**src/conv_params.svh**
```systemverilog
// conv_params.svh: named constants for the converter timing block and its host
// assumes: included by bare name from the package and both design files
`ifndef CONV_PARAMS_SVH
`define CONV_PARAMS_SVH

// ------------------------------------------------------------
// profile pin codes
// ------------------------------------------------------------
`define PROF_CODE_HS   2'h0
`define PROF_CODE_HR   2'h1
`define PROF_CODE_LP   2'h2
`define PROF_CODE_LS   2'h3

// ------------------------------------------------------------
// master clocks per output word
// ------------------------------------------------------------
`define RATIO_256      12'h100
`define RATIO_512      12'h200
`define RATIO_2560     12'ha00

// ------------------------------------------------------------
// settling lengths in output periods
// ------------------------------------------------------------
`define SETTLE_SPI     8'h81
`define SETTLE_FS      8'h80

// ------------------------------------------------------------
// output protocol select codes
// ------------------------------------------------------------
`define FMT_SPI_LAST   3'h2
`define FMT_FS_FIRST   3'h3
`define FMT_FS_LAST    3'h5
`define FMT_DISC_SPI   3'h2
`define FMT_DISC_FS    3'h5

`define WORD_BITS      24
`define ALIGN_LOW_CYC  4'h4

// ------------------------------------------------------------
// host register map and control fields
// ------------------------------------------------------------
`define REG_CTRL       6'h00
`define REG_ALIGN      6'h04
`define REG_STATUS     6'h08
`define REG_DATA0      6'h10
`define CTRL_RESET     6'h04
`define CTRL_DIV_BIT   2
`define CTRL_FMT_LSB   3
`define STAT_NEW_BIT   0
`define STAT_ALIGN_BIT 1
`define STAT_LIVE_BIT  2

`endif

```
**src/conv_pkg.sv**
```systemverilog
// conv_pkg.sv: profile type and ratio/protocol decoding shared by both ends
// assumes: conv_params.svh on the include path
`include "conv_params.svh"

package conv_pkg;

   typedef enum logic [1:0] {PROF_HIGH_SPEED, PROF_HIGH_RES, PROF_LOW_POWER,
                             PROF_LOW_SPEED} profile_t;

   // ---------------------------------------------------------
   // decoding
   // ---------------------------------------------------------
   // map the two profile pins onto a profile
   function automatic profile_t decode_profile(input logic [1:0] code);
      profile_t p;
      p = PROF_HIGH_SPEED;
      case (code)
         `PROF_CODE_HS: p = PROF_HIGH_SPEED;
         `PROF_CODE_HR: p = PROF_HIGH_RES;
         `PROF_CODE_LP: p = PROF_LOW_POWER;
         default:       p = PROF_LOW_SPEED;
      endcase
      return p;
   endfunction

   // master clocks per output word for a profile and divide select
   function automatic logic [11:0] out_ratio(input profile_t p, input logic div);
      logic [11:0] r;
      r = `RATIO_256;
      case (p)
         PROF_HIGH_SPEED: r = `RATIO_256;
         PROF_HIGH_RES:   r = `RATIO_512;
         PROF_LOW_POWER:  r = div ? `RATIO_512 : `RATIO_256;
         default:         r = div ? `RATIO_2560 : `RATIO_512;
      endcase
      return r;
   endfunction

   // framed read-out selected
   function automatic logic is_framed(input logic [2:0] fmt);
      return (fmt >= `FMT_FS_FIRST) && (fmt <= `FMT_FS_LAST);
   endfunction

   // one line per channel instead of one shared line
   function automatic logic is_discrete(input logic [2:0] fmt);
      return (fmt == `FMT_DISC_SPI) || (fmt == `FMT_DISC_FS);
   endfunction

endpackage

```
**src/conv_link_if.sv**
```systemverilog
// conv_link_if.sv: pins between converter and host controller
// assumes: both ends clocked by the same master clock
`timescale 1ns/100ps
`default_nettype none

interface conv_link_if #(parameter int NCH = 4);
   logic [1:0]     mode;                // profile select
   logic           clock_divide_select; // clock divide select
   logic [2:0]     format;              // output protocol select
   logic           sync_n;              // conversion align, active low
   logic           sclk;                // shift clock
   logic           frame_clock;         // frame clock, framed protocol
   logic           data_ready_n;        // data ready, active low
   logic [NCH-1:0] dout;                // serial data outputs

   modport dev  (input mode, clock_divide_select, format, sync_n, sclk, frame_clock,
                 output data_ready_n, dout);
   modport host (output mode, clock_divide_select, format, sync_n, sclk, frame_clock,
                 input data_ready_n, dout);
endinterface

`default_nettype wire

```
**src/conv_host.sv**
```systemverilog
// conv_host.sv: host controller end - drives pins, reads words, Avalon-MM register slave
// assumes: shares MCLK with the converter; reads the shared line, ch0 word first
`timescale 1ns/100ps
`default_nettype none
`include "conv_params.svh"

module conv_host #(
   parameter int NCH = 4
) (
   conv_link_if.host          link,             // pins toward the converter
   input  wire logic          MCLK,             // master clock
   input  wire logic          RST,              // async reset, high
   input  wire logic [5:0]    AVS_ADDRESS,      // byte address
   input  wire logic          AVS_READ,         // read request
   input  wire logic          AVS_WRITE,        // write request
   input  wire logic [31:0]   AVS_WRITEDATA,    // write data
   output logic      [31:0]   AVS_READDATA,     // read data
   output logic               AVS_WAITREQUEST   // stall, high
);

   localparam int SW = NCH * `WORD_BITS;
   localparam int WB = `WORD_BITS;

   logic [5:0]  ctrl_q;
   logic [3:0]  align_cnt_q;
   logic        sync_n_q;
   logic        sclk_q;
   logic        frame_q;
   logic        frame_prev_q;
   logic        data_ready_n_prev_q;
   logic [11:0] pc_q;
   logic        reading_q;
   logic [7:0]  bit_cnt_q;
   logic [SW-1:0] rx_q;
   logic [SW-1:0] rx_d;
   logic [WB-1:0] chan_q [NCH];
   logic        new_q;
   logic        live_q;
   logic        boot_q;
   logic        wait_q;
   logic [31:0] rdata_q;
   logic        framed;
   logic [11:0] ratio;
   logic        start;
   logic        sample;
   logic        done;
   logic        wr_go;
   logic        auto_align;

   // ---------------------------------------------------------
   // decode of own control
   // ---------------------------------------------------------
   assign framed = conv_pkg::is_framed(ctrl_q[`CTRL_FMT_LSB +: 3]);
   assign ratio  = conv_pkg::out_ratio(conv_pkg::decode_profile(ctrl_q[1:0]),
                                       ctrl_q[`CTRL_DIV_BIT]);
   assign start  = !reading_q && (framed ? (frame_q && !frame_prev_q)
                                         : (!link.data_ready_n && data_ready_n_prev_q));
   assign sample = reading_q && sclk_q;
   assign done   = sample && (bit_cnt_q == 8'(SW - 1));
   assign rx_d   = {rx_q[SW-2:0], link.dout[0]};
   assign wr_go  = AVS_WRITE && !wait_q;
   assign auto_align = done && boot_q;                                     // [RULE18]

   // ---------------------------------------------------------
   // link clocks
   // ---------------------------------------------------------
   // frame clock runs continuously in framed protocol, half duty per period
   always_ff @(posedge MCLK or posedge RST) begin
      if (RST) begin
         pc_q         <= 12'h000;
         frame_q      <= 1'b0;
         frame_prev_q <= 1'b0;
         data_ready_n_prev_q  <= 1'b1;
      end else begin
         pc_q         <= (pc_q >= (ratio - 12'h001)) ? 12'h000 : pc_q + 12'h001;
         frame_q      <= framed && (pc_q < (ratio >> 1));                  // [RULE17]
         frame_prev_q <= frame_q;
         data_ready_n_prev_q  <= link.data_ready_n;
      end
   end

   // shift clock free-running in framed, only while reading in SPI
   always_ff @(posedge MCLK or posedge RST) begin
      if (RST) begin
         sclk_q <= 1'b0;
      end else if (framed || reading_q) begin
         sclk_q <= !sclk_q;                                                // [RULE17]
      end else begin
         sclk_q <= 1'b0;
      end
   end

   // ---------------------------------------------------------
   // word capture
   // ---------------------------------------------------------
   // sample the shared line while the shift clock is high
   always_ff @(posedge MCLK or posedge RST) begin
      if (RST) begin
         reading_q <= 1'b0;
         bit_cnt_q <= 8'h00;
         rx_q      <= '0;
      end else if (start) begin
         reading_q <= 1'b1;
         bit_cnt_q <= 8'h00;
      end else if (sample) begin
         rx_q      <= rx_d;
         bit_cnt_q <= bit_cnt_q + 8'h01;
         reading_q <= !done;
      end
   end

   // channel words stored when a whole frame is in
   always_ff @(posedge MCLK or posedge RST) begin
      if (RST) begin
         for (int k = 0; k < NCH; k++) begin
            chan_q[k] <= '0;
         end
      end else if (done) begin
         for (int k = 0; k < NCH; k++) begin
            chan_q[k] <= rx_d[SW-1-k*WB -: WB];
         end
      end
   end

   // status flags: set wins over a clear in the same cycle
   always_ff @(posedge MCLK or posedge RST) begin
      if (RST) begin
         new_q  <= 1'b0;
         live_q <= 1'b0;
         boot_q <= 1'b1;
      end else begin
         if (done) begin
            new_q <= 1'b1;
         end else if (wr_go && (AVS_ADDRESS == `REG_STATUS)
                      && AVS_WRITEDATA[`STAT_NEW_BIT]) begin
            new_q <= 1'b0;
         end
         if (sample && link.dout[0]) begin
            live_q <= 1'b1;                                                // [RULE11]
         end else if (!sync_n_q || (wr_go && (AVS_ADDRESS == `REG_CTRL))) begin
            live_q <= 1'b0;
         end
         if (done) begin
            boot_q <= 1'b0;
         end
      end
   end

   // ---------------------------------------------------------
   // align pulse
   // ---------------------------------------------------------
   // low for a fixed count of master clocks on request, shared by all devices
   always_ff @(posedge MCLK or posedge RST) begin
      if (RST) begin
         align_cnt_q <= 4'h0;
         sync_n_q    <= 1'b1;
      end else if ((wr_go && (AVS_ADDRESS == `REG_ALIGN)) || auto_align) begin
         align_cnt_q <= `ALIGN_LOW_CYC;                                    // [RULE19]
         sync_n_q    <= 1'b0;
      end else if (align_cnt_q != 4'h0) begin
         align_cnt_q <= align_cnt_q - 4'h1;
         sync_n_q    <= (align_cnt_q == 4'h1);
      end
   end

   // ---------------------------------------------------------
   // register slave
   // ---------------------------------------------------------
   // control register write; software keeps clock and protocol within limits
   always_ff @(posedge MCLK or posedge RST) begin
      if (RST) begin
         ctrl_q <= `CTRL_RESET;
      end else if (wr_go && (AVS_ADDRESS == `REG_CTRL)) begin
         ctrl_q <= AVS_WRITEDATA[5:0];                                     // [RULE7] [RULE8]
      end
   end

   // one wait cycle, then the answer stands for one edge
   always_ff @(posedge MCLK or posedge RST) begin
      if (RST) begin
         wait_q  <= 1'b1;
         rdata_q <= 32'h00000000;
      end else if ((AVS_READ || AVS_WRITE) && wait_q) begin
         wait_q  <= 1'b0;
         rdata_q <= 32'h00000000;
         if (AVS_ADDRESS == `REG_CTRL) begin
            rdata_q[5:0] <= ctrl_q;
         end else if (AVS_ADDRESS == `REG_STATUS) begin
            rdata_q[`STAT_NEW_BIT]   <= new_q;
            rdata_q[`STAT_ALIGN_BIT] <= !sync_n_q;
            rdata_q[`STAT_LIVE_BIT]  <= live_q;
         end else begin
            for (int k = 0; k < NCH; k++) begin
               if (AVS_ADDRESS == (`REG_DATA0 + 6'(4 * k))) begin
                  rdata_q[WB-1:0] <= chan_q[k];
               end
            end
         end
      end else begin
         wait_q <= 1'b1;
      end
   end

   assign link.mode                = ctrl_q[1:0];
   assign link.clock_divide_select = ctrl_q[`CTRL_DIV_BIT];
   assign link.format              = ctrl_q[`CTRL_FMT_LSB +: 3];
   assign link.sync_n              = sync_n_q;
   assign link.sclk                = sclk_q;
   assign link.frame_clock         = frame_q;
   assign AVS_READDATA             = rdata_q;
   assign AVS_WAITREQUEST          = wait_q;

endmodule

`default_nettype wire

```
**src/flat_wrapper.sv**
```systemverilog
// flat-port wrapper written by rule: the top's interface ports become plain ports
module conv_host_flat 
#(
   parameter int NCH = 4
)
  (MCLK, RST, AVS_ADDRESS, AVS_READ, AVS_WRITE, AVS_WRITEDATA, AVS_READDATA, AVS_WAITREQUEST, link_mode, link_clock_divide_select, link_format, link_sync_n, link_sclk, link_frame_clock, link_data_ready_n, link_dout);
  conv_link_if #(.NCH(NCH)) link_i ();
  input  wire logic MCLK;
  input  wire logic RST;
  input  wire logic [5:0] AVS_ADDRESS;
  input  wire logic AVS_READ;
  input  wire logic AVS_WRITE;
  input  wire logic [31:0] AVS_WRITEDATA;
  output logic      [31:0] AVS_READDATA;
  output logic AVS_WAITREQUEST;
  output wire logic [$bits(link_i.mode)-1:0] link_mode;
  output wire logic [$bits(link_i.clock_divide_select)-1:0] link_clock_divide_select;
  output wire logic [$bits(link_i.format)-1:0] link_format;
  output wire logic [$bits(link_i.sync_n)-1:0] link_sync_n;
  output wire logic [$bits(link_i.sclk)-1:0] link_sclk;
  output wire logic [$bits(link_i.frame_clock)-1:0] link_frame_clock;
  input wire logic [$bits(link_i.data_ready_n)-1:0] link_data_ready_n;
  input wire logic [$bits(link_i.dout)-1:0] link_dout;
  assign link_mode = link_i.mode;
  assign link_clock_divide_select = link_i.clock_divide_select;
  assign link_format = link_i.format;
  assign link_sync_n = link_i.sync_n;
  assign link_sclk = link_i.sclk;
  assign link_frame_clock = link_i.frame_clock;
  assign link_i.data_ready_n = link_data_ready_n;
  assign link_i.dout = link_dout;
  conv_host #(.NCH(NCH)) u_core (.link(link_i), .MCLK(MCLK), .RST(RST), .AVS_ADDRESS(AVS_ADDRESS), .AVS_READ(AVS_READ), .AVS_WRITE(AVS_WRITE), .AVS_WRITEDATA(AVS_WRITEDATA), .AVS_READDATA(AVS_READDATA), .AVS_WAITREQUEST(AVS_WAITREQUEST));
endmodule
```
**config.mk**
```make
export PLATFORM = sky130hd
export DESIGN_NAME = conv_host_flat
export DESIGN_NICKNAME = d
export VERILOG_FILES = /design/src/conv_pkg.sv /design/src/conv_link_if.sv /design/src/conv_host.sv /design/src/flat_wrapper.sv
export VERILOG_INCLUDE_DIRS = /design/src
export SDC_FILE = /design/constraint.sdc
export NUM_CORES = 1
export LEC_CHECK = 0
export BUFFER_PORTS_ARGS = -buffer_cell sky130_fd_sc_hd__buf_2
export CAP_MARGIN = 20
export CORE_MARGIN = 3
export CORE_UTILIZATION = 50
export CTS_BUF_LIST = sky130_fd_sc_hd__clkbuf_4 sky130_fd_sc_hd__clkbuf_8
export DETAILED_ROUTE_END_ITERATION = 7
export PLACE_DENSITY = 0.69
export SYNTH_ARGS = -nofsm -noshare
export SYNTH_HDL_FRONTEND = slang
export SYNTH_SLANG_ARGS = --single-unit
```
**constraint.sdc**
```tcl
create_clock -name MCLK -period 9.9 [get_ports MCLK]
set_input_delay 0.99 -clock MCLK [delete_from_list [all_inputs] [get_ports MCLK]]
set_output_delay 0.99 -clock MCLK [all_outputs]
set_load 0.01 [all_outputs]
```
==> summary.txt, run 1 <==
Post-DP HPWL: 13.31 mm
Worst hold endpoint: u_core.frame_prev_q$_DFF_PP0_
Min setup slack post-route: 7.082 ns
WP data required: 10.41 ns
RSZ-0062 raised after global routing: no
Clock buffer depth: 3
Port bufs: 51
Site row count: 53
Total GRT Usage: 19.75%
Lkg Pwr: 6.550 nW
Synth Flop Type: dfrtp_1
Wire length of the first global-routing pass: 38.65 mm
Total clock sinks: 255
Routability Congestion: 0.7509
Post-CTS setup buffer count: 0
DR pass1 iterations: 7
Rel. slew slack: 26.35%
Die Ht: 152.9 microns
Post-Syn Instances: 1,167
Post-CTS Hold Buffers: 0
Synthesis-to-layout area growth: 11.73%
Peak Freq: 0.3548 GHz
Met2 Resource Use GR: 31.80%
Max-slew violation count: 0
Simple-Gate Fraction of Synth Area: 25.52%
Global route overflow: 0
HP Class: reg2reg
MaxCap Viol Count: 0
Routed WL: 23.09 mm
WL/cell: 15.23 microns
CTS tree: yes
Setup crit end kind: async pin
Post-synthesis cell type count: 55
Hold path cells: 0
Clock skew: 0.02661 ns
Clk slew on worst S/H paths: 0.06 ns
Post-Syn Area: 10,790 sq um
Sequential share of the synthesized area: 59.17%
Fin. Hold Viols: 0
Yosys warns: 0
Vias: 7,787
Worst Max-Slew Pin Slew: 1.105 ns
Path depth of the worst reg2reg path: 5
Area contributors post-synth: dfrtp_1, nand2_1, mux2i_1
I/O Pins: 89
PD cells: 177.6 nW/um^2
Synth async-reset ratio: 100.0%
Clk Latency, worst-skew pair: 0.53 ns
Largest net degree at the start of global routing: 112
Adder-cell share of the synthesized area: 1.159%
Final setup violation count: 0
Vias per cell: 5.137
R2R Setup Slk: 7.49 ns
Final worst-path cycle share: 28.47%
Die Wd: 152.9 microns
Reg2reg start: u_core.reading_q$_DFFE_PP0P_
H-tree levels: 2
Setup TNS: 0 ns
Nets: 1,268
Grt peak-use layer: met2
Initial DRC count: 539
GR Util met1: 28.09%
FF-to-FF End: u_core.align_cnt_q[0]$_DFFE_PP0P_
Top cell type by total area after synthesis: dfrtp_1
Worst setup path class: in2async
Pre-CTS WS: 6.330 ns
DRC: 0
Fillers: 1,861
Initial antenna violation count: 0
Flop and latch count out of synthesis: 255
Crit start category: primary input
Max VDD drop: 97.36 uV
Resize count post-CTS: 0
EDFF count, synth: 0
Largest family of logic cells by synthesized area: simple AND/OR/NAND/NOR gates
Root buf cell: clkbuf_8
Area of the core: 21,090 sq um
GR Util met3: 3.284%
HP Start: u_core.link.frame_clock$_DFF_PP0_
Xor and xnor fraction of the mapped netlist area: 1.379%
Fin crit period: 2.818 ns
Initial Util: 51.19%
Post-synth top area share: 57.96%
Layout cells sized above 1: 13.71%
CTS buffer count: 42
Post-synthesis mux area share: 3.547%
Area of the die: 23,390 sq um
Post-DRT Antenna Nets: 0
Status: finished, final reports clean
Worst-path fanout max: 111
Vias in the first global route: 7,689
Average cell area after synthesis: 9.249 sq um
CP Data Arrival Time: 3.33 ns
Post-synthesis compound-gate area fraction: 5.460%
==> cell usage in the layout (no fill, tap or decap), drive strengths merged, types with 7 or more instances in the layout <==
cell    synthesis  routed
xnor2           8       8
mux2i          18      18
a21oi           7       7
inv            13      13
nand3          10      10
nand2         620     620
conb            2      10
xor2            9       9
mux2            8       8
dfrtp         250     250
nand4           8       8
ha             10      10
o221ai         17      17
clkbuf         34      70
nor2           27      27
o21ai          20      20
buf            33      59
==> worst max-delay path, cell delays in order <==
cell   delay (ns)
buf_2        0.13
inv_8        0.45
buf_4        0.80
buf_4        0.88
==> synthesized netlist by cell type (6+ instances only) <==
master / n
nand2_1: 620
dfrtp_1: 250
clkbuf_1: 34
nor2_1: 26
mux2i_1: 18
buf_2: 15
inv_1: 12
ha_1: 10
nand3_1: 10
o21ai_0: 10
o21ai_1: 10
buf_4: 9
o221ai_2: 9
xor2_1: 9
mux2_2: 8
nand4_1: 8
o221ai_1: 8
xnor2_1: 8
a21oi_1: 7
buf_6: 6
==> report_power, final <==
| part | leakage [nW] | internal [mW] | switching [mW] |
|---|---|---|---|
| Clock | 0.467 | 0.543 | 0.398 |
| Combinational | 2.66 | 0.0407 | 0.0735 |
| Sequential | 3.43 | 1.07 | 0.0211 |
==> worst max-delay path by stage <==
stage          cells past startpoint                            endpoint                         start
2_1_floorplan                      1  u_core.AVS_READDATA[0]$_DFFE_PP0P_                           RST
3_3_place_gp                       4       u_core.chan_q[19]$_DFFE_PP0P_                           RST
3_5_place_dp                       4         u_core.rx_q[18]$_DFFE_PP0P_                           RST
4_1_cts                            5   u_core.align_cnt_q[0]$_DFFE_PP0P_  u_core.reading_q$_DFFE_PP0P_
5_1_grt                            4       u_core.chan_q[44]$_DFFE_PP0P_                           RST
6_report                           4         u_core.rx_q[27]$_DFFE_PP0P_                           RST
==> metrics by stage <==
stage	total power, mW	hold slack (ns)	util, %	instances	cell area [sq um]
after floorplan	1.186	0.4312	-	1175	10820
after global placement	1.218	0.3813	52.90	1441	11160
after detailed placement	1.223	0.3876	52.90	1441	11160
after CTS	2.171	0.3988	57.05	1514	12030
after global routing	2.238	0.4246	57.18	1515	12060
final	2.142	0.3978	57.19	1516	12060
==> registers in the layout, indices dropped and copies added, names as in the netlist <==
name,count
u_core.chan_q,96
u_core.rx_q,95
u_core.AVS_READDATA,24
u_core.pc_q,12
u_core.bit_cnt_q,8
u_core.ctrl_q,6
u_core.align_cnt_q,4
u_core.AVS_WAITREQUEST,1
u_core.boot_q,1
u_core.data_ready_n_prev_q,1
u_core.frame_prev_q,1
u_core.link.frame_clock,1
u_core.link.sclk,1
u_core.link.sync_n,1
u_core.live_q,1
u_core.new_q,1
u_core.reading_q,1
==> final cells by class <==
cell class | count | area (sq um) | share of cell area [%]
Antenna cell | 1 | 2.502 | 0.02075
Clock buffer | 70 | 857.1 | 7.107
Sequential cell | 255 | 6387 | 52.96
Clock inverter | 3 | 17.52 | 0.1452
Inverter | 13 | 56.30 | 0.4669
Timing Repair Buffer | 59 | 335.3 | 2.780
Tap cell | 275 | 344.1 | 2.853
Multi-Input combinational cell | 840 | 4060 | 33.67
==> cell families after synthesis <==
| kind of cell | Yosys count |
|---|---|
| AOI/OAI and AO/OA | 74 |
| xor gates and xnor gates | 17 |
| adders and majority gates | 10 |
| buffers and inverters | 80 |
| DFF | 255 |
| muxes | 31 |
| other | 2 |
| and+or+nand+nor | 698 |
==> metal layers <==
layer  share of wire (%)  up-vias
li1                    -     3801
met4                 2.0        0
met5                   0        -
met3                 4.4       40
met2                  46      158
met1                  47     3788
No activity file was read; power rests on OpenSTA's default activity.
==> run 2: changes to the inputs <==
--- a/config.mk
+++ b/config.mk
@@ -12,7 +12,7 @@
 export CORE_UTILIZATION = 50
 export CTS_BUF_LIST = sky130_fd_sc_hd__clkbuf_4 sky130_fd_sc_hd__clkbuf_8
 export DETAILED_ROUTE_END_ITERATION = 7
-export PLACE_DENSITY = 0.69
+export PLACE_DENSITY = 0.71
 export SYNTH_ARGS = -nofsm -noshare
 export SYNTH_HDL_FRONTEND = slang
 export SYNTH_SLANG_ARGS = --single-unit
==> constraint.sdc (replaced) <==
create_clock -name MCLK -period 2.55 [get_ports MCLK]
set_input_delay 0.255 -clock MCLK [delete_from_list [all_inputs] [get_ports MCLK]]
set_output_delay 0.255 -clock MCLK [all_outputs]
set_load 0.01 [all_outputs]
==> run 2 against run 1 <==
  * Clock power rose to 4.0 times the previous value
  * Sequential share of layout area fell by 1.2 points
  * Combinational power rose to 4.2 times the previous value
  * Die area did not move
  * Sequential cell count did not move
  * Highest routed layer unchanged
  * Count of clock-buffer cells in the layout fell by 3
==> summary.txt, run 2 (synthesis results as in run 1) <==
Top reg by flops: u_core.chan_q
Clock skew: 0.02360 ns (-0.003002 ns)
Nets: 1,288 (+1.6%)
Vias: 7,959 (+2.2%)
WL/cell: 15.25 microns (+0.12%)
Clock buffer depth: 3 (unchanged)
HP Class: in2reg
Post-DP HPWL: 14.20 mm (+6.7%)
Area of the core: 21,090 sq um (unchanged)
Synthesis-to-layout area growth: 14.22%
Crit start category: register
Routability Congestion: 0.7728 (+2.9%)
Layout cells sized above 1: 14.30% (+0.59 points)
Worst-path fanout max: 96 (-14%)
DR pass1 iterations: 4 (-3)
Initial DRC count: 479 (-11%)
Total GRT Usage: 20.56% (+0.81 points)
RSZ-0062 raised after global routing: no
Max reg flops: 96 (unchanged)
Commonest non-fill, non-tap cell in the layout: nand2_1
Rel. slew slack: 29.35% (+3.0 points)
Fin crit period: 1.995 ns
Port bufs: 51 (unchanged)
CTS buffer count: 42 (unchanged)
Worst path cell trace: ha_1 > nand2b_1 > or4_2 > buf_12 > nand2_1 > nand2_1
Site row count: 53 (unchanged)
CP Data Arrival Time: 2.42 ns (-0.91 ns)
Vias per cell: 5.188 (+1.0%)
Most frequent cells in the layout: nand2_1, dfrtp_1, clkbuf_8, buf_2, nor2_1
PD cells: 689.4 nW/um^2 (+290%)
Die Wd: 152.9 microns (unchanged)
Max-slew violation count: 0 (unchanged)
Area of the die: 23,390 sq um (unchanged)
Total clock sinks: 255 (unchanged)
CP max-delay cell: or4_2
Hold WS: 0.1633 ns (-0.2345 ns)
Root buf cell: clkbuf_8
Post-CTS setup buffer count: 0 (unchanged)
Post-Place Cells: 1,453 (+0.83%)
Initial antenna violation count: 0 (unchanged)
Post-DRT Antenna Nets: 0 (unchanged)
Worst setup path class: reg2reg
Wire length of the first global-routing pass: 39.97 mm (+3.4%)
H-tree levels: 2 (unchanged)
I/O Pins: 89 (unchanged)
Post-Layout Cell Count: 1,534 (+1.2%)
Setup crit end kind: register
R2R Setup Slk: 0.55 ns (-6.94 ns)
Crit path top cell by count: nand2_1
Final worst-path cycle share: 78.24%
Largest net degree at the start of global routing: 97 (-13%)
Total power: 8.500 mW (+300%)
Diode count: 0 (-1)
Final setup violation count: 0 (unchanged)
CTS tree: yes
Fin. Hold Viols: 0 (unchanged)
MaxCap Viol Count: 0 (unchanged)
CP peak stage delay: 0.58 ns (-0.30 ns)
Lkg Pwr: 6.683 nW (+2.0%)
Status: finished, final reports clean
Peak Freq: 0.5012 GHz
Core Util, Final: 58.47% (+1.3 points)
Clk slew on worst S/H paths: 0.06 ns (about the same)
WP data required: 2.97 ns (-7.44 ns)
Clk Latency, worst-skew pair: 0.54 ns (about the same)
Global route overflow: 0 (unchanged)
Max VDD drop: 485.7 uV (+400%)
Initial Util: 51.19% (unchanged)
Vias in the first global route: 7,844 (+2.0%)
Routed WL: 23.39 mm (+1.3%)
Die Ht: 152.9 microns (unchanged)
Worst Max-Slew Pin Slew: 1.060 ns (-0.04508 ns)
DRC: 0 (unchanged)
==> run 2: critical path: cells and delay by family, from the launching register on <==
kind | cells | cell delay (ns)
buf+inv | 1 | 0.25
simple gates | 4 | 0.87
fa+ha+maj | 1 | 0.26
flops | 1 | 0.44
==> run 2: per-layer routing <==
layer	track usage (%)	up-vias	part of all wire, %
met4	5.643	0	1.7
met5	0	-	0
met2	31.25	165	45
met3	3.964	36	5.1
li1	-	3852	-
met1	30.61	3906	48
==> run 2: final cells by class <==
cell class	count	area, sq um
clock buffer	67	859.6
multi-input combinational	840	4060
inverter	13	52.55
timing repair buffer	79	575.6
fill	1871	8758
tap	275	344.1
sequential	255	6387
clock inverter	5	50.05
==> run 2: power breakdown <==
| group | internal (mW) | switching (mW) | leakage (nW) |
|---|---|---|---|
| registers | 4.14 | 0.0870 | 3.43 |
| logic | 0.181 | 0.295 | 2.77 |
| clock network | 2.23 | 1.57 | 0.486 |
==> run 2: what timing repair did <==
action,CTS,global route
hold endpoints to repair,28,0
setup endpoints to repair,0,0
hold buffers,9,0
resized for setup,0,0
==> run 2: per-stage QoR <==
step	setup WS, ns	area [sq um]	setup TNS (ns)
2_1_floorplan	-1.059	10830	-265.51
3_3_place_gp	0.6185	11330	0
3_5_place_dp	0.5844	11330	0
4_1_cts	0.5614	12330	0
5_1_grt	0.4279	12330	0
6_report	0.5548	12330	0
==> run 2: worst paths after layout <==
path	start	endpoint	depth (start not counted)
setup reg to reg	u_core.bit_cnt_q[1]$_DFFE_PP0P_	u_core.chan_q[61]$_DFFE_PP0P_	6
hold reg to reg	u_core.link.frame_clock$_DFF_PP0_	u_core.frame_prev_q$_DFF_PP0_	0
max in group asynchronous	RST	u_core.link.sync_n$_DFFE_PP1P_	4
hold / removal	AVS_READ	u_core.AVS_WAITREQUEST$_DFF_PP1_	3
setup / recovery	u_core.bit_cnt_q[1]$_DFFE_PP0P_	u_core.chan_q[61]$_DFFE_PP0P_	6
min in group asynchronous	RST	u_core.pc_q[10]$_DFF_PP0_	3
==> run 3: changes to the inputs <==
--- a/config.mk
+++ b/config.mk
@@ -12,7 +12,7 @@
 export CORE_UTILIZATION = 50
 export CTS_BUF_LIST = sky130_fd_sc_hd__clkbuf_4 sky130_fd_sc_hd__clkbuf_8
 export DETAILED_ROUTE_END_ITERATION = 7
-export PLACE_DENSITY = 0.71
+export PLACE_DENSITY = 0.69
 export SYNTH_ARGS = -nofsm -noshare
 export SYNTH_HDL_FRONTEND = slang
 export SYNTH_SLANG_ARGS = --single-unit
==> constraint.sdc (replaced) <==
create_clock -name MCLK -period 1.9 [get_ports MCLK]
set_input_delay 0.19 -clock MCLK [delete_from_list [all_inputs] [get_ports MCLK]]
set_output_delay 0.19 -clock MCLK [all_outputs]
set_load 0.01 [all_outputs]
==> run 3 against run 2 <==
  * First-iteration DRC count rose by 19%
  * Global-route usage increased by 0.069 points
  * Clock skew fell by 0.0043 ns
  * Clock power grew 47%
  * Highest routed layer unchanged
  * Combinational power increased by 39%
  * Sequential share of layout area fell by 1.4 points
  * Non-clock buffer count grew 22
  * Register-to-register slack got worse by 0.47 ns
==> summary.txt, run 3 (synthesis results as in run 1) <==
Worst Max-Slew Pin Slew: 0.6715 ns (-0.3882 ns)
Clk slew on worst S/H paths: 0.06 ns (about the same)
Root buf cell: clkbuf_8
Clock buffer depth: 3 (unchanged)
Post-DP HPWL: 14.91 mm (+5.0%)
Post-Layout Cell Count: 1,559 (+1.6%)
DP Area: 11,550 sq um (+1.9%)
Hold WS: 0.1380 ns (-0.02531 ns)
Post-DRT Antenna Nets: 0 (unchanged)
Routability Congestion: 0.7816 (+1.1%)
Vias in the first global route: 7,945 (+1.3%)
Die Wd: 152.9 microns (unchanged)
WL/cell: 15.24 microns (about the same)
Core Util, Final: 60.11% (+1.6 points)
DR pass1 iterations: 5 (+1)
Wire length of the first global-routing pass: 40.25 mm (+0.69%)
Largest net degree at the start of global routing: 97 (unchanged)
Vias per cell: 5.134 (-1.0%)
Setup crit end kind: register
Area of the die: 23,390 sq um (unchanged)
I/O Pins: 89 (unchanged)
Worst setup path class: reg2reg
HP Class: in2reg
Top reg by flops: u_core.chan_q
PD cells: 939.7 nW/um^2 (+36%)
Fin crit period: 1.819 ns (-0.1764 ns)
Initial antenna violation count: 0 (unchanged)
Crit start category: register
Port bufs: 51 (unchanged)
Peak Freq: 0.5498 GHz (+9.7%)
Lkg Pwr: 6.859 nW (+2.6%)
WP data required: 2.32 ns (-0.65 ns)
Global route overflow: 0 (unchanged)
Commonest non-fill, non-tap cell in the layout: nand2_1
Final setup violation count: 0 (unchanged)
Vias: 8,004 (+0.57%)
Layout cells sized above 1: 15.97% (+1.7 points)
Routed WL: 23.76 mm (+1.6%)
Clock skew: 0.01929 ns (-0.004314 ns)
Status: finished, final reports clean
Synthesis-to-layout area growth: 17.43%
Die Ht: 152.9 microns (unchanged)
Diode count: 0 (unchanged)
Met3 Routed Length: 1.238 mm (+3.6%)
CTS tree: yes
Rel. slew slack: 55.23% (+26 points)
CP Data Arrival Time: 2.24 ns (-0.18 ns)
Clk Latency, worst-skew pair: 0.55 ns (about the same)
Initial DRC count: 570 (+19%)
Metal-1 WL: 11.01 mm (-2.4%)
Site row count: 53 (unchanged)
Design area: 12,680 sq um (+2.8%)
H-tree levels: 2 (unchanged)
Final worst-path cycle share: 95.73% (+17 points)
Top sig layer: met4
Fin. Hold Viols: 0 (unchanged)
Min setup slack post-route: 0.08114 ns (-0.4736 ns)
Total power: 11.91 mW (+40%)
Worst-path fanout max: 69 (-28%)
Fillers: 1,801 (-3.7%)
Pre-CTS WS: 0.1051 ns (-0.4793 ns)
Area of the core: 21,090 sq um (unchanged)
RSZ-0062 raised after global routing: no
Max-slew violation count: 0 (unchanged)
Setup TNS: 0 ns (unchanged)
Most frequent cells in the layout: nand2_1, dfrtp_1, clkbuf_8, buf_2, buf_4
MaxCap Viol Count: 0 (unchanged)
DRC: 0 (unchanged)
Total GRT Usage: 20.63% (+0.069 points)
Max reg flops: 96 (unchanged)
Nets: 1,310 (+1.7%)
WL met2: 11.11 mm (+5.7%)
CTS buffer count: 42 (unchanged)
Initial Util: 51.19% (unchanged)
Post-Place Cells: 1,474 (+1.4%)
Total clock sinks: 255 (unchanged)
Max VDD drop: 615.3 uV (+27%)
==> run 3: cell types whose count changed in the layout (fill, tap and decap cells not counted), sizes merged <==
| cell | delta |
|---|---|
| inv | +2 |
| clkinv | -3 |
| buf | +21 |
| clkbuf | +2 |
| bufinv | +3 |
==> run 3: critical path, stage by stage, from the launching register on <==
cell and delay (ns):
dfrtp_1 0.36, ha_1 0.19, nand2b_1 0.09, or4_2 0.61
buf_12 0.24, nand2_1 0.10, nand2_1 0.06
==> run 3: repair_timing <==
action	CTS	global route
buffers inserted	0	0
resized for setup	0	1
hold buffers	9	0
endpoints found under the setup margin	0	2
endpoints found under the hold margin	97	0
==> run 3: worst paths after layout <==
| path | start | slack, ns | end | cells past startpoint |
|---|---|---|---|---|
| min | AVS_ADDRESS[4] | 0.14 | u_core.AVS_READDATA[22]$_DFFE_PP0P_ | 3 |
| max | u_core.bit_cnt_q[0]$_DFFE_PP0P_ | 0.08 | u_core.chan_q[36]$_DFFE_PP0P_ | 6 |
| min reg2reg | u_core.link.frame_clock$_DFF_PP0_ | 0.41 | u_core.frame_prev_q$_DFF_PP0_ | 0 |
| min in group asynchronous | RST | 0.18 | u_core.bit_cnt_q[0]$_DFFE_PP0P_ | 3 |
| max in group asynchronous | RST | 0.93 | u_core.rx_q[60]$_DFFE_PP0P_ | 4 |
| max reg2reg | u_core.bit_cnt_q[0]$_DFFE_PP0P_ | 0.08 | u_core.chan_q[36]$_DFFE_PP0P_ | 6 |
==> run 3: metal layers <==
metal / vias to the layer above / track usage (%)
li1: 3888 / -
met1: 3885 / 29.89
met2: 191 / 32.18
met3: 40 / 4.077
met4: 0 / 5.685
met5: - / 0
==> run 3: where the power goes <==
| group | total (mW) | switching [mW] | internal (mW) |
|---|---|---|---|
| Sequential | 5.67 | 0.111 | 5.56 |
| Clock | 5.58 | 2.17 | 3.42 |
| Combinational | 0.661 | 0.401 | 0.260 |
| Total | 11.9 | 2.68 | 9.23 |
==> run 3: layout make-up <==
type / instances / area, sq um / share of cell area [%]
timing repair buffer: 101 / 828.3 / 6.534
inverter: 13 / 52.55 / 0.4146
clock inverter: 7 / 142.6 / 1.125
multi-input combinational: 840 / 4060 / 32.03
sequential: 255 / 6387 / 50.39
clock buffer: 68 / 860.8 / 6.791
tap: 275 / 344.1 / 2.714
